===== src/rtl/mfs_pkg.sv =====
// package of register map and field constants for the fault status bank
`default_nettype none
package mfs_pkg;
  localparam int MFS_ADDR_W = 6;
  localparam int MFS_DATA_W = 8;
  localparam logic [5:0] MFS_OFS_SUMMARY = 6'h00;
  localparam logic [5:0] MFS_OFS_DETAIL_ONE = 6'h01;
  localparam logic [5:0] MFS_OFS_DETAIL_TWO = 6'h02;
  localparam logic [7:0] MFS_RST_SUMMARY = 8'h00;
  localparam logic [7:0] MFS_RST_DETAIL_ONE = 8'h00;
  localparam logic [7:0] MFS_RST_DETAIL_TWO = 8'h00;
  // summary register fields
  localparam int MFS_SUM_STEP_DOWN = 6;
  localparam int MFS_SUM_SERIAL = 5;
  localparam int MFS_SUM_OVERCURRENT = 4;
  localparam int MFS_SUM_RESET_ABSENT = 3;
  localparam int MFS_SUM_OVERVOLTAGE = 2;
  localparam int MFS_SUM_THERMAL = 1;
  localparam int MFS_SUM_ANY = 0;
  // detail one fields
  localparam int MFS_D1_WARN = 7;
  localparam int MFS_D1_SHUTDOWN = 6;
  localparam int MFS_D1_OC_LSB = 0;
  localparam int MFS_D1_OC_W = 6;
  // detail two fields
  localparam int MFS_D2_RESERVED = 7;
  localparam int MFS_D2_OTP = 6;
  localparam int MFS_D2_SD_OC = 5;
  localparam int MFS_D2_SD_UV = 4;
  localparam int MFS_D2_CP_UV = 3;
  localparam int MFS_D2_PARITY = 2;
  localparam int MFS_D2_FRAMING = 1;
  localparam int MFS_D2_BAD_ADDR = 0;
  localparam int MFS_SYNC_STAGES = 2;
  typedef enum logic [1:0] {MFS_SEL_SUMMARY, MFS_SEL_ONE, MFS_SEL_TWO,
    MFS_SEL_NONE} mfs_sel_type;
endpackage
`default_nettype wire


===== src/rtl/mfs_sync.sv =====
// two flip-flop synchroniser bank for asynchronous fault inputs
`default_nettype none
module mfs_sync
  import mfs_pkg::*;
#(
  parameter int WIDTH = 8
) (
  input wire logic clk,
  input wire logic rst_n,
  input wire logic [WIDTH-1:0] async_in,
  output logic [WIDTH-1:0] sync_out
);
  logic [WIDTH-1:0] meta_q;
  logic [WIDTH-1:0] meta_d;
  logic [WIDTH-1:0] sync_q;
  logic [WIDTH-1:0] sync_d;

  always_comb begin
    meta_d = async_in;
    sync_d = meta_q;
  end

  // meta_q feeds sync_q only
  always_ff @(posedge clk or negedge rst_n) begin
    if (!rst_n) begin
      meta_q <= '0;
      sync_q <= '0;
    end else begin
      meta_q <= meta_d;
      sync_q <= sync_d;
    end
  end

  assign sync_out = sync_q;
endmodule
`default_nettype wire


===== src/rtl/mfs_rdmux.sv =====
// read data selector for the three status registers
`default_nettype none
module mfs_rdmux
  import mfs_pkg::*;
(
  input wire logic [MFS_ADDR_W-1:0] addr,
  input wire logic [MFS_DATA_W-1:0] summary,
  input wire logic [MFS_DATA_W-1:0] detail_one,
  input wire logic [MFS_DATA_W-1:0] detail_two,
  output logic [MFS_DATA_W-1:0] rdata,
  output logic hit
);
  function automatic mfs_sel_type mfs_decode(input logic [5:0] a);
    case (a)
      MFS_OFS_SUMMARY: mfs_decode = MFS_SEL_SUMMARY;
      MFS_OFS_DETAIL_ONE: mfs_decode = MFS_SEL_ONE;
      MFS_OFS_DETAIL_TWO: mfs_decode = MFS_SEL_TWO;
      default: mfs_decode = MFS_SEL_NONE;
    endcase
  endfunction

  always_comb begin
    hit = 1'b1;
    case (mfs_decode(addr))
      MFS_SEL_SUMMARY: rdata = summary;
      MFS_SEL_ONE: rdata = detail_one;
      MFS_SEL_TWO: rdata = detail_two;
      default: begin
        rdata = 8'h00;
        hit = 1'b0;
      end
    endcase
  end
endmodule
`default_nettype wire


===== src/rtl/mfs_bank.sv =====
// fault and status register bank of the three-phase motor driver
// ---------------------------------------------------------------
// ---------------------------------------------------------------
`default_nettype none
module mfs_bank
  import mfs_pkg::*;
(
  input wire logic clk,
  input wire logic rst_n,
  // detector levels, asynchronous to clk
  input wire logic step_down_regulator_failure,
  input wire logic serial_link_failure,
  input wire logic supply_reset_detected,
  input wire logic supply_overvoltage_flag,
  input wire logic thermal_warning_flag,
  input wire logic thermal_shutdown_flag,
  input wire logic [MFS_D1_OC_W-1:0] switch_overcurrent,
  input wire logic otp_error,
  input wire logic step_down_overcurrent,
  input wire logic step_down_undervoltage,
  input wire logic charge_pump_undervoltage,
  // from the frame engine, same clock
  input wire logic serial_framing_error,
  input wire logic serial_bad_address_error,
  input wire logic clear_failures_command,
  input wire logic sleep_reset_pulse,
  // register access from the frame engine, same clock
  input wire logic acc_valid,
  input wire logic acc_write,
  input wire logic [MFS_ADDR_W-1:0] acc_addr,
  input wire logic [MFS_DATA_W-1:0] acc_wdata,
  output logic [MFS_DATA_W-1:0] acc_rdata,
  output logic acc_rvalid,
  output logic acc_hit,
  output logic [MFS_DATA_W-1:0] summary_fault_status,
  output logic [MFS_DATA_W-1:0] driver_fault_detail_one,
  output logic [MFS_DATA_W-1:0] supply_link_fault_detail_two
);
  // ---------------------------------------------------------------
  // input synchronisation
  // ---------------------------------------------------------------
  localparam int NSYNC = 16;
  logic [NSYNC-1:0] raw_in;
  logic [NSYNC-1:0] syn;

  assign raw_in = {step_down_regulator_failure, serial_link_failure,
    supply_reset_detected, supply_overvoltage_flag, thermal_warning_flag,
    thermal_shutdown_flag, switch_overcurrent, otp_error,
    step_down_overcurrent, step_down_undervoltage,
    charge_pump_undervoltage};

  // two stages; a detector glitch shorter than a clock may be missed
  mfs_sync #(.WIDTH(NSYNC)) u_sync (
    .clk(clk),
    .rst_n(rst_n),
    .async_in(raw_in),
    .sync_out(syn)
  );

  logic s_sd_fail;
  logic s_link_fail;
  logic s_por;
  logic s_ovp;
  logic s_warn;
  logic s_shut;
  logic [MFS_D1_OC_W-1:0] s_oc;
  logic s_otp;
  logic s_sd_oc;
  logic s_sd_uv;
  logic s_cp_uv;

  assign {s_sd_fail, s_link_fail, s_por, s_ovp, s_warn, s_shut, s_oc,
    s_otp, s_sd_oc, s_sd_uv, s_cp_uv} = syn;

  // ---------------------------------------------------------------
  // status registers
  // ---------------------------------------------------------------
  logic [7:0] sum_q;
  logic [7:0] sum_d;
  logic [7:0] d1_q;
  logic [7:0] d1_d;
  logic [7:0] d2_q;
  logic [7:0] d2_d;
  logic shut_latch_q;
  logic shut_latch_d;
  logic any_fault;

  always_comb begin
    // set wins over a clear in the same cycle
    shut_latch_d = shut_latch_q;
    if (clear_failures_command || sleep_reset_pulse) begin
      shut_latch_d = 1'b0;
    end
    if (s_shut) begin
      shut_latch_d = 1'b1;
    end

    d1_d = MFS_RST_DETAIL_ONE;
    d1_d[MFS_D1_WARN] = s_warn;
    d1_d[MFS_D1_SHUTDOWN] = shut_latch_d;
    // order: A low, A high, B low, B high, C low, C high
    d1_d[MFS_D1_OC_LSB +: MFS_D1_OC_W] = s_oc;

    d2_d = MFS_RST_DETAIL_TWO;
    d2_d[MFS_D2_OTP] = s_otp;
    d2_d[MFS_D2_SD_OC] = s_sd_oc;
    d2_d[MFS_D2_SD_UV] = s_sd_uv;
    d2_d[MFS_D2_CP_UV] = s_cp_uv;
    d2_d[MFS_D2_FRAMING] = serial_framing_error;
    d2_d[MFS_D2_BAD_ADDR] = serial_bad_address_error;
    d2_d[MFS_D2_PARITY] = 1'b0;
    d2_d[MFS_D2_RESERVED] = 1'b0;

    any_fault = s_sd_fail || s_link_fail || (|s_oc) || s_por || s_ovp ||
      s_warn || shut_latch_d || (|d2_d);

    sum_d = MFS_RST_SUMMARY;
    sum_d[MFS_SUM_STEP_DOWN] = s_sd_fail;
    sum_d[MFS_SUM_SERIAL] = s_link_fail || serial_framing_error ||
      serial_bad_address_error;
    sum_d[MFS_SUM_OVERCURRENT] = |s_oc;
    sum_d[MFS_SUM_RESET_ABSENT] = ~s_por;
    sum_d[MFS_SUM_OVERVOLTAGE] = s_ovp;
    sum_d[MFS_SUM_THERMAL] = s_warn || shut_latch_d;
    sum_d[MFS_SUM_ANY] = any_fault;
  end

  // status follows detectors, serial error flags and clear pulses; bus writes never reach it
  always_ff @(posedge clk or negedge rst_n) begin
    if (!rst_n) begin
      shut_latch_q <= 1'b0;
      sum_q <= MFS_RST_SUMMARY;
      d1_q <= MFS_RST_DETAIL_ONE;
      d2_q <= MFS_RST_DETAIL_TWO;
    end else begin
      shut_latch_q <= shut_latch_d;
      sum_q <= sum_d;
      d1_q <= d1_d;
      d2_q <= d2_d;
    end
  end

  // ---------------------------------------------------------------
  // register access
  // ---------------------------------------------------------------
  logic [7:0] mux_data;
  logic mux_hit;
  logic [7:0] rdata_q;
  logic [7:0] rdata_d;
  logic rvalid_q;
  logic rvalid_d;
  logic hit_q;
  logic hit_d;

  // registered answer: one cycle of latency buys clean output timing
  mfs_rdmux u_rdmux (
    .addr(acc_addr),
    .summary(sum_q),
    .detail_one(d1_q),
    .detail_two(d2_q),
    .rdata(mux_data),
    .hit(mux_hit)
  );

  // a write returns the current contents and stores nothing
  always_comb begin
    rdata_d = rdata_q;
    rvalid_d = acc_valid;
    hit_d = hit_q;
    if (acc_valid) begin
      rdata_d = mux_data;
      hit_d = mux_hit;
    end
  end

  always_ff @(posedge clk or negedge rst_n) begin
    if (!rst_n) begin
      rdata_q <= 8'h00;
      rvalid_q <= 1'b0;
      hit_q <= 1'b0;
    end else begin
      rdata_q <= rdata_d;
      rvalid_q <= rvalid_d;
      hit_q <= hit_d;
    end
  end

  assign acc_rdata = rdata_q;
  assign acc_rvalid = rvalid_q;
  assign acc_hit = hit_q;
  assign summary_fault_status = sum_q;
  assign driver_fault_detail_one = d1_q;
  assign supply_link_fault_detail_two = d2_q;
endmodule
`default_nettype wire


===== config.mk =====
export PLATFORM = sky130hd
export DESIGN_NAME = mfs_bank
export DESIGN_NICKNAME = d
export VERILOG_FILES = /design/src/rtl/mfs_pkg.sv /design/src/rtl/mfs_sync.sv /design/src/rtl/mfs_rdmux.sv /design/src/rtl/mfs_bank.sv
export SDC_FILE = /design/constraint.sdc
export NUM_CORES = 1
export LEC_CHECK = 0
export BUFFER_PORTS_ARGS = -buffer_cell sky130_fd_sc_hd__buf_2
export CAP_MARGIN = 20
export CORE_ASPECT_RATIO = 1.25
export CORE_MARGIN = 2
export CORE_UTILIZATION = 51
export CTS_CLUSTER_DIAMETER = 150
export CTS_CLUSTER_SIZE = 40
export DETAILED_ROUTE_END_ITERATION = 8
export GPL_TIMING_DRIVEN = 0
export PLACE_DENSITY_LB_ADDON = 0.15
export RECOVER_POWER = 50
export SLEW_MARGIN = 20
export SYNTH_ARGS = -nofsm -noshare
export SYNTH_HDL_FRONTEND = slang
export SYNTH_SLANG_ARGS = --single-unit

===== constraint.sdc =====
create_clock -name clk -period 4.4 [get_ports clk]
set_input_delay 0.66 -clock clk [delete_from_list [all_inputs] [get_ports clk]]
set_output_delay 0.66 -clock clk [all_outputs]
set_load 0.03 [all_outputs]

==> run summary, run 1 <==
Status: completed
Rel. slew slack: 50.26%
First-pass GRT wire length: 4795 um
Sequential fraction of the synthesis area: 81.40%
DRT iter0 DRCs: 20
Maximum vdd ir drop: 0.0002506 V
Async set-or-reset flop fraction in the synthesized netlist: 100.0%
Routability congestion estimate from global placement: 0.7378
Finished Layout Cells: 235
RSZ-0062 raised after global routing: false
Area of the multi-input gates: 285.3 sq um
Remaining DRCs: 0
CTS resizes: 0
Post-route ant nets: 0
Placeable Area: 3722 sq um
Die H: 72.90 um
Pre-Repair DR Iteration Count: 2
Dpl ws: 2.466 ns
Clock-pin slew on the worst setup and hold paths: 0.06 ns
PwrDens: 470.8 nW/um^2
Starting Density: 52.03%
Yosys cell types: 18
Most common cell after layout, fill and taps aside: dfrtp_1
HP Class: register to register
Number of global-route vias before repair: 1,082
Slew at the pin closest to its max-slew limit: 0.7460 ns
Most used DFF post-synth: dfrtp_1
EDFF count, synth: 0
Type of origin of the critical path: register
Slew Limit Fails: 0
Via count: 1,124
CTS max path bufs: 2
Area grow syn2layout: 27.84%
Worst-Skew Late Latency: 0.33 ns
Ant diodes: 0
PnR worst setup slack: 2.690 ns
R2R Setup Slk: 2.79 ns
Flop and latch count out of synthesis: 63
Fmax: 584.7 MHz
Post-route setup TNS: 0 ns
Period utilisation layout: 38.87%
Drt wl/cell: 13.26 um
TritonCTS Buffers: 9
Cells after Synth: 120
Hold buffer count at cts: 0
Max_cap viols: 0
Fraction of layout cells with a size suffix above 1: 39.49%
CP endpoint kind: primary output
# Post-CTS Setup Buffers: 0
Most frequent cells in the layout: 63 x dfrtp_1, 56 x buf_2, 13 x clkbuf_8
Rows: 25
TritonCTS clock tree: yes
I/O pin count: 72
Kind of critical path: register to primary output
Cells after DPL: 219
Worst-path maximum fanout: 4
Vias per cell: 4.783
Clock skew: 0.005421 ns
Tmin final: 1.710 ns
Post-DP HPWL: 2212 um
Fin nets: 228
Number of port buffers: 57
Critical path data required time: 3.74 ns
Largest net degree at the start of global routing: 64
Clock sink total: 63
Total congestion overflow: 0
WP data arrival: 1.05 ns
Hold Fails Final Rpt: 0
GRT Total Usage: 16.36%
Mapped cell area: 1937 sq um
Initial antenna violation count: 0
# fillers: 291
Static Leak: 1.227 nW
Register area: 1577 sq um
Final setup fails: 0
H-tree depth: 3
Die area: 4310 sq um
YS warnings: 0
Synth Area per Inst: 16.14 sq um
WL final: 3115 um
Chip width: 59.12 um
CTS Root Cell: clkbuf_8
==> flip-flops by register name (all words and copies together), names as in the netlist <==
signal                        flops
summary_fault_status              7
u_sync.sync_out                  16
acc_rdata                         8
u_sync.meta_q                    16
driver_fault_detail_one           8
supply_link_fault_detail_two      6
acc_hit                           1
acc_rvalid                        1
==> logic make-up (layout without fill, tap and decap cells) <==
kind of cell | count (synthesis) | count (layout) | synth area share, %
compound gates | 17 | 17 | 6.590
buf+inv | 18 | 91 | 4.264
flops | 63 | 63 | 81.40
mux | 7 | 7 | 3.618
other cells | 1 | 3 | 0.1936
simple gates | 14 | 14 | 3.941
==> report_power, final <==
part | total [mW] | internal [mW] | switching (mW) | leakage [nW]
combinational | 0.0841 | 0.0294 | 0.0548 | 0.378
sequential | 0.617 | 0.605 | 0.0114 | 0.744
clock | 0.465 | 0.263 | 0.202 | 0.105
==> path summary, 6_finish.rpt <==
kind / from / to / depth (start not counted)
max in group asynchronous: rst_n / u_sync.sync_out[4]$_DFF_PN0_ / 1
hold / removal: u_sync.meta_q[14]$_DFF_PN0_ / u_sync.sync_out[14]$_DFF_PN0_ / 0
min in group asynchronous: rst_n / acc_rdata[3]$_DFFE_PN0P_ / 1
hold reg to reg: u_sync.meta_q[14]$_DFF_PN0_ / u_sync.sync_out[14]$_DFF_PN0_ / 0
setup reg to reg: u_sync.sync_out[15]$_DFF_PN0_ / summary_fault_status[0]$_DFF_PN0_ / 3
setup / recovery: driver_fault_detail_one[6]$_DFF_PN0_ / driver_fault_detail_one[6] / 2
==> Yosys cell counts, drive strengths merged, types with 2 or more instances <==
master | instances | area share (%)
nor4 | 2 | 0.65
buf | 4 | 1.6
or3 | 4 | 1.3
o22ai | 8 | 2.6
dfrtp | 63 | 81
inv | 10 | 1.9
mux2i | 7 | 3.6
nor2 | 2 | 0.39
nand2 | 3 | 0.58
a2bb2oi | 6 | 2.7
clkbuf | 4 | 0.77
==> routing by layer <==
metal	vias up	track usage (%)	wire [um]
li1	542	-	-
met1	540	16.88	1182
met2	37	26.54	1666
met3	5	6.738	178
met4	0	11.36	87
met5	-	0	0
==> critical path, stage by stage (launching register included) <==
cell	delay [ns]
dfrtp_1	0.41
buf_4	0.14
buf_2	0.17
==> final cells by class <==
class,count,share of cell area [%]
flip-flops and latches,63,63.67
repair buffers,57,11.62
multi-input cells,41,11.52
clock buffers,13,7.226
well taps,40,2.021
plain buffers,8,1.819
inverters,10,1.516
clock inverters,3,0.6064
==> metrics by stage <==
stage	power [mW]	instance area, sq um	hold slack, ns	util [%]
6_report	1.166	2476	0.3471	66.52
5_1_grt	1.210	2476	0.3588	66.52
4_1_cts	1.179	2476	0.3488	66.52
3_5_place_dp	0.7135	2282	0.3347	61.31
3_3_place_gp	0.7104	2280	0.3324	61.24
2_1_floorplan	0.6728	1944	0.3312	-
Note: power is estimated with default switching activity, not from simulation.
==> run 2, diff against run 1 <==
Settings changed: CORE_UTILIZATION 51 to 43.
Clock period 4.4 ns to 1.55 ns, I/O delays scaled along.
==> run 2 against run 1 <==
Net effect:
- the run now ends with setup timing left
- clock skew rose by 0.0011 ns
- final cell count rose by 15%
- worst hold slack got worse by 0.32 ns
- non-clock buffer count rose by 17
- setup slack got worse by 2.7 ns
- critical path depth rose by 1
- highest routed layer unchanged
- design area rose by 8.7%
- clock power rose to 3.3 times the previous value
- sequential share of layout area fell by 5.1 points
- critical endpoint is now summary_fault_status[0]$_DFF_PN0_
- power rose to 3.1 times the previous value
- count of clock-buffer cells in the layout did not move
==> run summary, run 2 (same netlist as run 1, synthesis figures left out) <==
Status: finished with violations
Failing checks: setup timing
Total congestion overflow: 0
Worst-Skew Late Latency: 0.32 ns
Remaining DRCs: 0
Most common cell after layout, fill and taps aside: dfrtp_1
Hold Fails Final Rpt: 0
Starting Density: 44.44%
Post-route ant nets: 0
Pwr Total: 3.570 mW
Max_cap viols: 0
Reg2reg end: summary_fault_status[0]$_DFF_PN0_
Clock share of power: 43.3%
DRT iter0 DRCs: 33
Pre-Repair DR Iteration Count: 4
Post-route setup TNS: -0.05925 ns
Fin nets: 245
TritonCTS Buffers: 9
Worst-path maximum fanout: 2
Finished Layout Cells: 270
Type of origin of the critical path: register
Die area: 5061 sq um
Number of port buffers: 57
Slew Limit Fails: 0
Worst hold slack: 0.02371 ns
Routability congestion estimate from global placement: 0.8006
Max layer used: met4
Chip width: 64.03 um
GRT Total Usage: 14.68%
Drt wl/cell: 12.14 um
Psw: 0.7490 mW
Period utilisation layout: 103.8%
PwrDens: 1326 nW/um^2
Fraction of layout cells with a size suffix above 1: 33.02%
Post-DP HPWL: 2299 um
Critical path data required time: 1.75 ns
WP data arrival: 1.81 ns
Internal: 2.821 mW
Static Leak: 1.290 nW
Ant diodes: 0
R2R Setup Slk: -0.06 ns
Rows: 27
Tmin final: 1.609 ns
Slowest CP cell: or4_1
Power share of the combinational group: 7.6%
First-pass GRT wire length: 5306 um
Flop pwr share: 49.1%
Largest net degree at the start of global routing: 64
Number of global-route vias before repair: 1,153
WL met3: 237 um
Most frequent CP cell: or3_1
Fmax: 621.4 MHz
Die H: 79.04 um
Clock skew: 0.006546 ns
Placeable Area: 4358 sq um
PnR worst setup slack: -0.05925 ns
CP endpoint kind: register
Reg2Reg Depth: 3
CTS resizes: 0
H-tree depth: 3
Clock sink total: 63
Maximum vdd ir drop: 0.0008441 V
Via count: 1,195
Initial antenna violation count: 0
Hold EP: supply_link_fault_detail_two[0]$_DFF_PN0_
HP Class: input pin to register
Worst path cell trace: or4_1 -> or3_1 -> or3_1
WL met2: 1792 um
Hold Crit Depth: 1
Sw Ratio: 20.98%
CP Launch Point: u_sync.sync_out[15]$_DFF_PN0_
Reg2reg start: u_sync.sync_out[15]$_DFF_PN0_
Most frequent cells in the layout: 63 x dfrtp_1, 51 x buf_2, 17 x dlygate4sd3_1
WP buf/inv: 0
Critical Path Stages: 3
Family with the most delay on the worst path: simple AND/OR/NAND/NOR gates
Slew at the pin closest to its max-slew limit: 0.8067 ns
RSZ-0062 raised after global routing: true
CP max stage delay: 0.49 ns
# Post-CTS Setup Buffers: 0
I/O pin count: 72
Vias per cell: 4.426
Cells after DPL: 237
Area grow syn2layout: 39.02%
Met1 Wirelength: 1212 um
Kind of critical path: register to register
CTS max path bufs: 2
WL final: 3279 um
CTS Root Cell: clkbuf_8
TritonCTS clock tree: yes
Rel. slew slack: 46.22%
Hold Startpoint: serial_bad_address_error
Utilization after layout: 61.79%
Final setup fails: 1
Clock-pin slew on the worst setup and hold paths: 0.07 ns
-- run 2: worst max path at each step --
stage	to	slack [ns]
finish	summary_fault_status[0]$_DFF_PN0_	-0.06
detailed placement	summary_fault_status[0]$_DFF_PN0_	-0.07
global placement	summary_fault_status[0]$_DFF_PN0_	-0.07
global route	summary_fault_status[0]$_DFF_PN0_	-0.14
floorplan	summary_fault_status[0]$_DFF_PN0_	0.002
CTS	summary_fault_status[0]$_DFF_PN0_	-0.08
-- run 2: metrics by stage --
step | instance area [sq um] | worst slack, ns
3_3_place_gp | 2302 | -0.07369
6_report | 2693 | -0.05925
2_1_floorplan | 1944 | 0.001819
4_1_cts | 2699 | -0.07747
5_1_grt | 2693 | -0.1426
3_5_place_dp | 2305 | -0.06894
-- run 2: power by group through the flow --
stage | clock network, mW | logic (mW) | registers (mW)
finish | 1.55 | 0.272 | 1.75
global placement | 0 | 0.239 | 1.78
CTS | 1.59 | 0.277 | 1.75
detailed placement | 0 | 0.244 | 1.78
floorplan | 0 | 0.0741 | 1.84
global route | 1.66 | 0.297 | 1.76
-- run 2: timing repair --
action,4_1_cts,5_1_grt
endpoints found under the hold margin,79,0
hold buffers,17,0
pin swaps,0,0
gates cloned,0,0
setup endpoints to repair,1,1
-- run 2: cell type report --
cell class,instances,area (sq um)
repair buffers,74,451.7
clock buffers,13,158.9
plain buffers,8,45.04
clock inverters,3,65.06
fillers,354,1665
multi-input cells,41,285.3
well taps,58,72.57
inverters,10,37.54
flip-flops and latches,63,1577
-- run 2: worst register-to-register path: stages, from the launching register on --
cell,delay (ns)
dfrtp_1,0.37
or4_1,0.49
or3_1,0.32
or3_1,0.30
-- run 2: routing by layer --
metal | global-route usage [%] | up-vias
met5 | 0 | -
met4 | 10.43 | 0
met3 | 5.524 | 4
met2 | 24.38 | 42
met1 | 15.06 | 573
li1 | - | 576
==> run 3, diff against run 2 <==
Settings changed: CELL_PAD_IN_SITES_DETAIL_PLACEMENT set to 0, CELL_PAD_IN_SITES_GLOBAL_PLACEMENT set to 2, CORE_UTILIZATION 43 to 28, PLACE_DENSITY_LB_ADDON 0.15 to 0.2.
==> run 3 against run 2 <==
Net effect:
- the flow still finishes with violations (setup timing)
- worst hold slack got worse by 0.00057 ns
- core utilization decreased by 21 points
- sequential power about the same
- die area increased by 50%
- via count decreased by 0.59%
- largest cell class unchanged
==> run summary, run 3 (same netlist as run 1, synthesis figures left out) <==
Status: finished with violations
Failing checks: setup timing
TritonCTS clock tree: yes
HP Class: input pin to register
Vias per cell: 3.973
Utilization after layout: 40.81%
Clock sink total: 63
Worst-path maximum fanout: 2
First-pass GRT wire length: 5954 um
Most frequent cells in the layout: 63 x dfrtp_1, 55 x buf_2, 16 x dlygate4sd3_1
CP endpoint kind: register
Ant diodes: 0
CTS max path bufs: 2
Slew at the pin closest to its max-slew limit: 0.7443 ns
# fillers: 643
Clock skew: 0.003127 ns
Most frequent CP cell: or3_1
WL final: 3625 um
Initial antenna violation count: 0
WP data arrival: 1.82 ns
TritonCTS Buffers: 9
Fraction of layout cells with a size suffix above 1: 35.85%
RSZ-0062 raised after global routing: true
Drt wl/cell: 12.12 um
PwrDens: 1254 nW/um^2
Number of global-route vias before repair: 1,246
GRT Total Usage: 10.72%
Worst-Skew Late Latency: 0.32 ns
Final setup fails: 1
Slowest CP cell: or4_1
H-tree depth: 3
Placeable Area: 6648 sq um
Tmin final: 1.620 ns
Family with the most delay on the worst path: simple AND/OR/NAND/NOR gates
Static Leak: 1.294 nW
CP max stage delay: 0.51 ns
Routability congestion estimate from global placement: 0.6922
Kind of critical path: register to register
Total congestion overflow: 0
Chip width: 78.39 um
CTS resizes: 0
Pre-Repair DR Iteration Count: 4
CTS Root Cell: clkbuf_8
Cells after DPL: 266
Fmax: 617.4 MHz
Worst path cell trace: or4_1 -> or3_1 -> or3_1
Maximum vdd ir drop: 0.0005169 V
Post-DP HPWL: 2625 um
I/O pin count: 72
WP buf/inv: 0
Post-route ant nets: 0
Remaining DRCs: 0
Hold Fails Final Rpt: 0
Rows: 33
Rel. slew slack: 50.38%
Finished Layout Cells: 299
Largest net degree at the start of global routing: 64
Starting Density: 29.14%
Area grow syn2layout: 40.05%
Slew Limit Fails: 0
Number of port buffers: 57
Type of origin of the critical path: register
Max_cap viols: 0
Period utilisation layout: 104.5%
Fin nets: 246
Die H: 96.99 um
Critical path data required time: 1.75 ns
Most common cell after layout, fill and taps aside: dfrtp_1
PnR worst setup slack: -0.06980 ns
Clock-pin slew on the worst setup and hold paths: 0.06 ns
Via count: 1,188
Die area: 7603 sq um
DRT iter0 DRCs: 21
run 3: cell types whose count changed in the layout (fill, tap and decap cells not counted):
cell           before  now
clkbuf_1           11    6
buf_2              51   55
buf_4               4    7
bufinv_16           2    1
clkbuf_4            1    0
clkinvlp_4          0    1
dlygate4sd3_1      17   16
run 3: final cells by class:
cell class,instances,area [sq um],area share (%)
inverters,10,37.54,1.384
repair buffers,75,461.7,17.02
clock buffers,12,155.1,5.720
plain buffers,8,45.04,1.661
multi-input cells,41,285.3,10.52
clock inverters,3,42.54,1.568
flip-flops and latches,63,1577,58.12
well taps,87,108.9,4.013
run 3: worst reg2reg max path: stages (launching register included):
cell,delay [ns]
dfrtp_1,0.37
or4_1,0.51
or3_1,0.31
or3_1,0.30
run 3: final timing paths:
check / startpoint / to / slack [ns] / depth (start not counted)
worst min register to register: u_sync.meta_q[6]$_DFF_PN0_ / u_sync.sync_out[6]$_DFF_PN0_ / 0.35 / 0
worst min-delay path: switch_overcurrent[5] / u_sync.meta_q[9]$_DFF_PN0_ / 0.02 / 1
min in group asynchronous: rst_n / acc_rdata[6]$_DFFE_PN0P_ / 0.51 / 2
worst max-delay path: u_sync.sync_out[15]$_DFF_PN0_ / summary_fault_status[0]$_DFF_PN0_ / -0.07 / 3
max in group asynchronous: rst_n / u_sync.meta_q[4]$_DFF_PN0_ / 0.54 / 2
worst max register to register: u_sync.sync_out[15]$_DFF_PN0_ / summary_fault_status[0]$_DFF_PN0_ / -0.07 / 3
run 3: timing repair:
action | CTS | global route
hold buffers | 16 | 0
setup endpoints to repair | 1 | 1
setup buffers | 1 | 1
hold endpoints to repair | 45 | 0
run 3: power breakdown:
part | switching, mW | internal [mW]
registers | 0.0341 | 1.72
logic | 0.163 | 0.112
clock network | 0.556 | 0.819
total | 0.753 | 2.65
run 3: stage by stage:
stage               area [sq um]  power [mW]  hold WS, ns  setup slack [ns]   TNS, ns
CTS                         2706       3.462     0.001940          -0.07567  -0.07567
finish                      2713       3.403      0.02314          -0.06980  -0.06980
global placement            2338       2.026       0.3335          -0.08862  -0.08862
floorplan                   1944       1.910     -0.06309          0.001819         0
global route                2713       3.570  0.000007189           -0.1329   -0.1329
detailed placement          2341       2.032       0.3347          -0.08862  -0.08862
run 3: routing by layer:
layer	global-route usage (%)	up-vias	wire length [um]
met4	6.478	0	86
met1	11.26	567	1313
li1	-	573	-
met3	5.317	7	309
met5	0	-	0
met2	17.04	41	1916
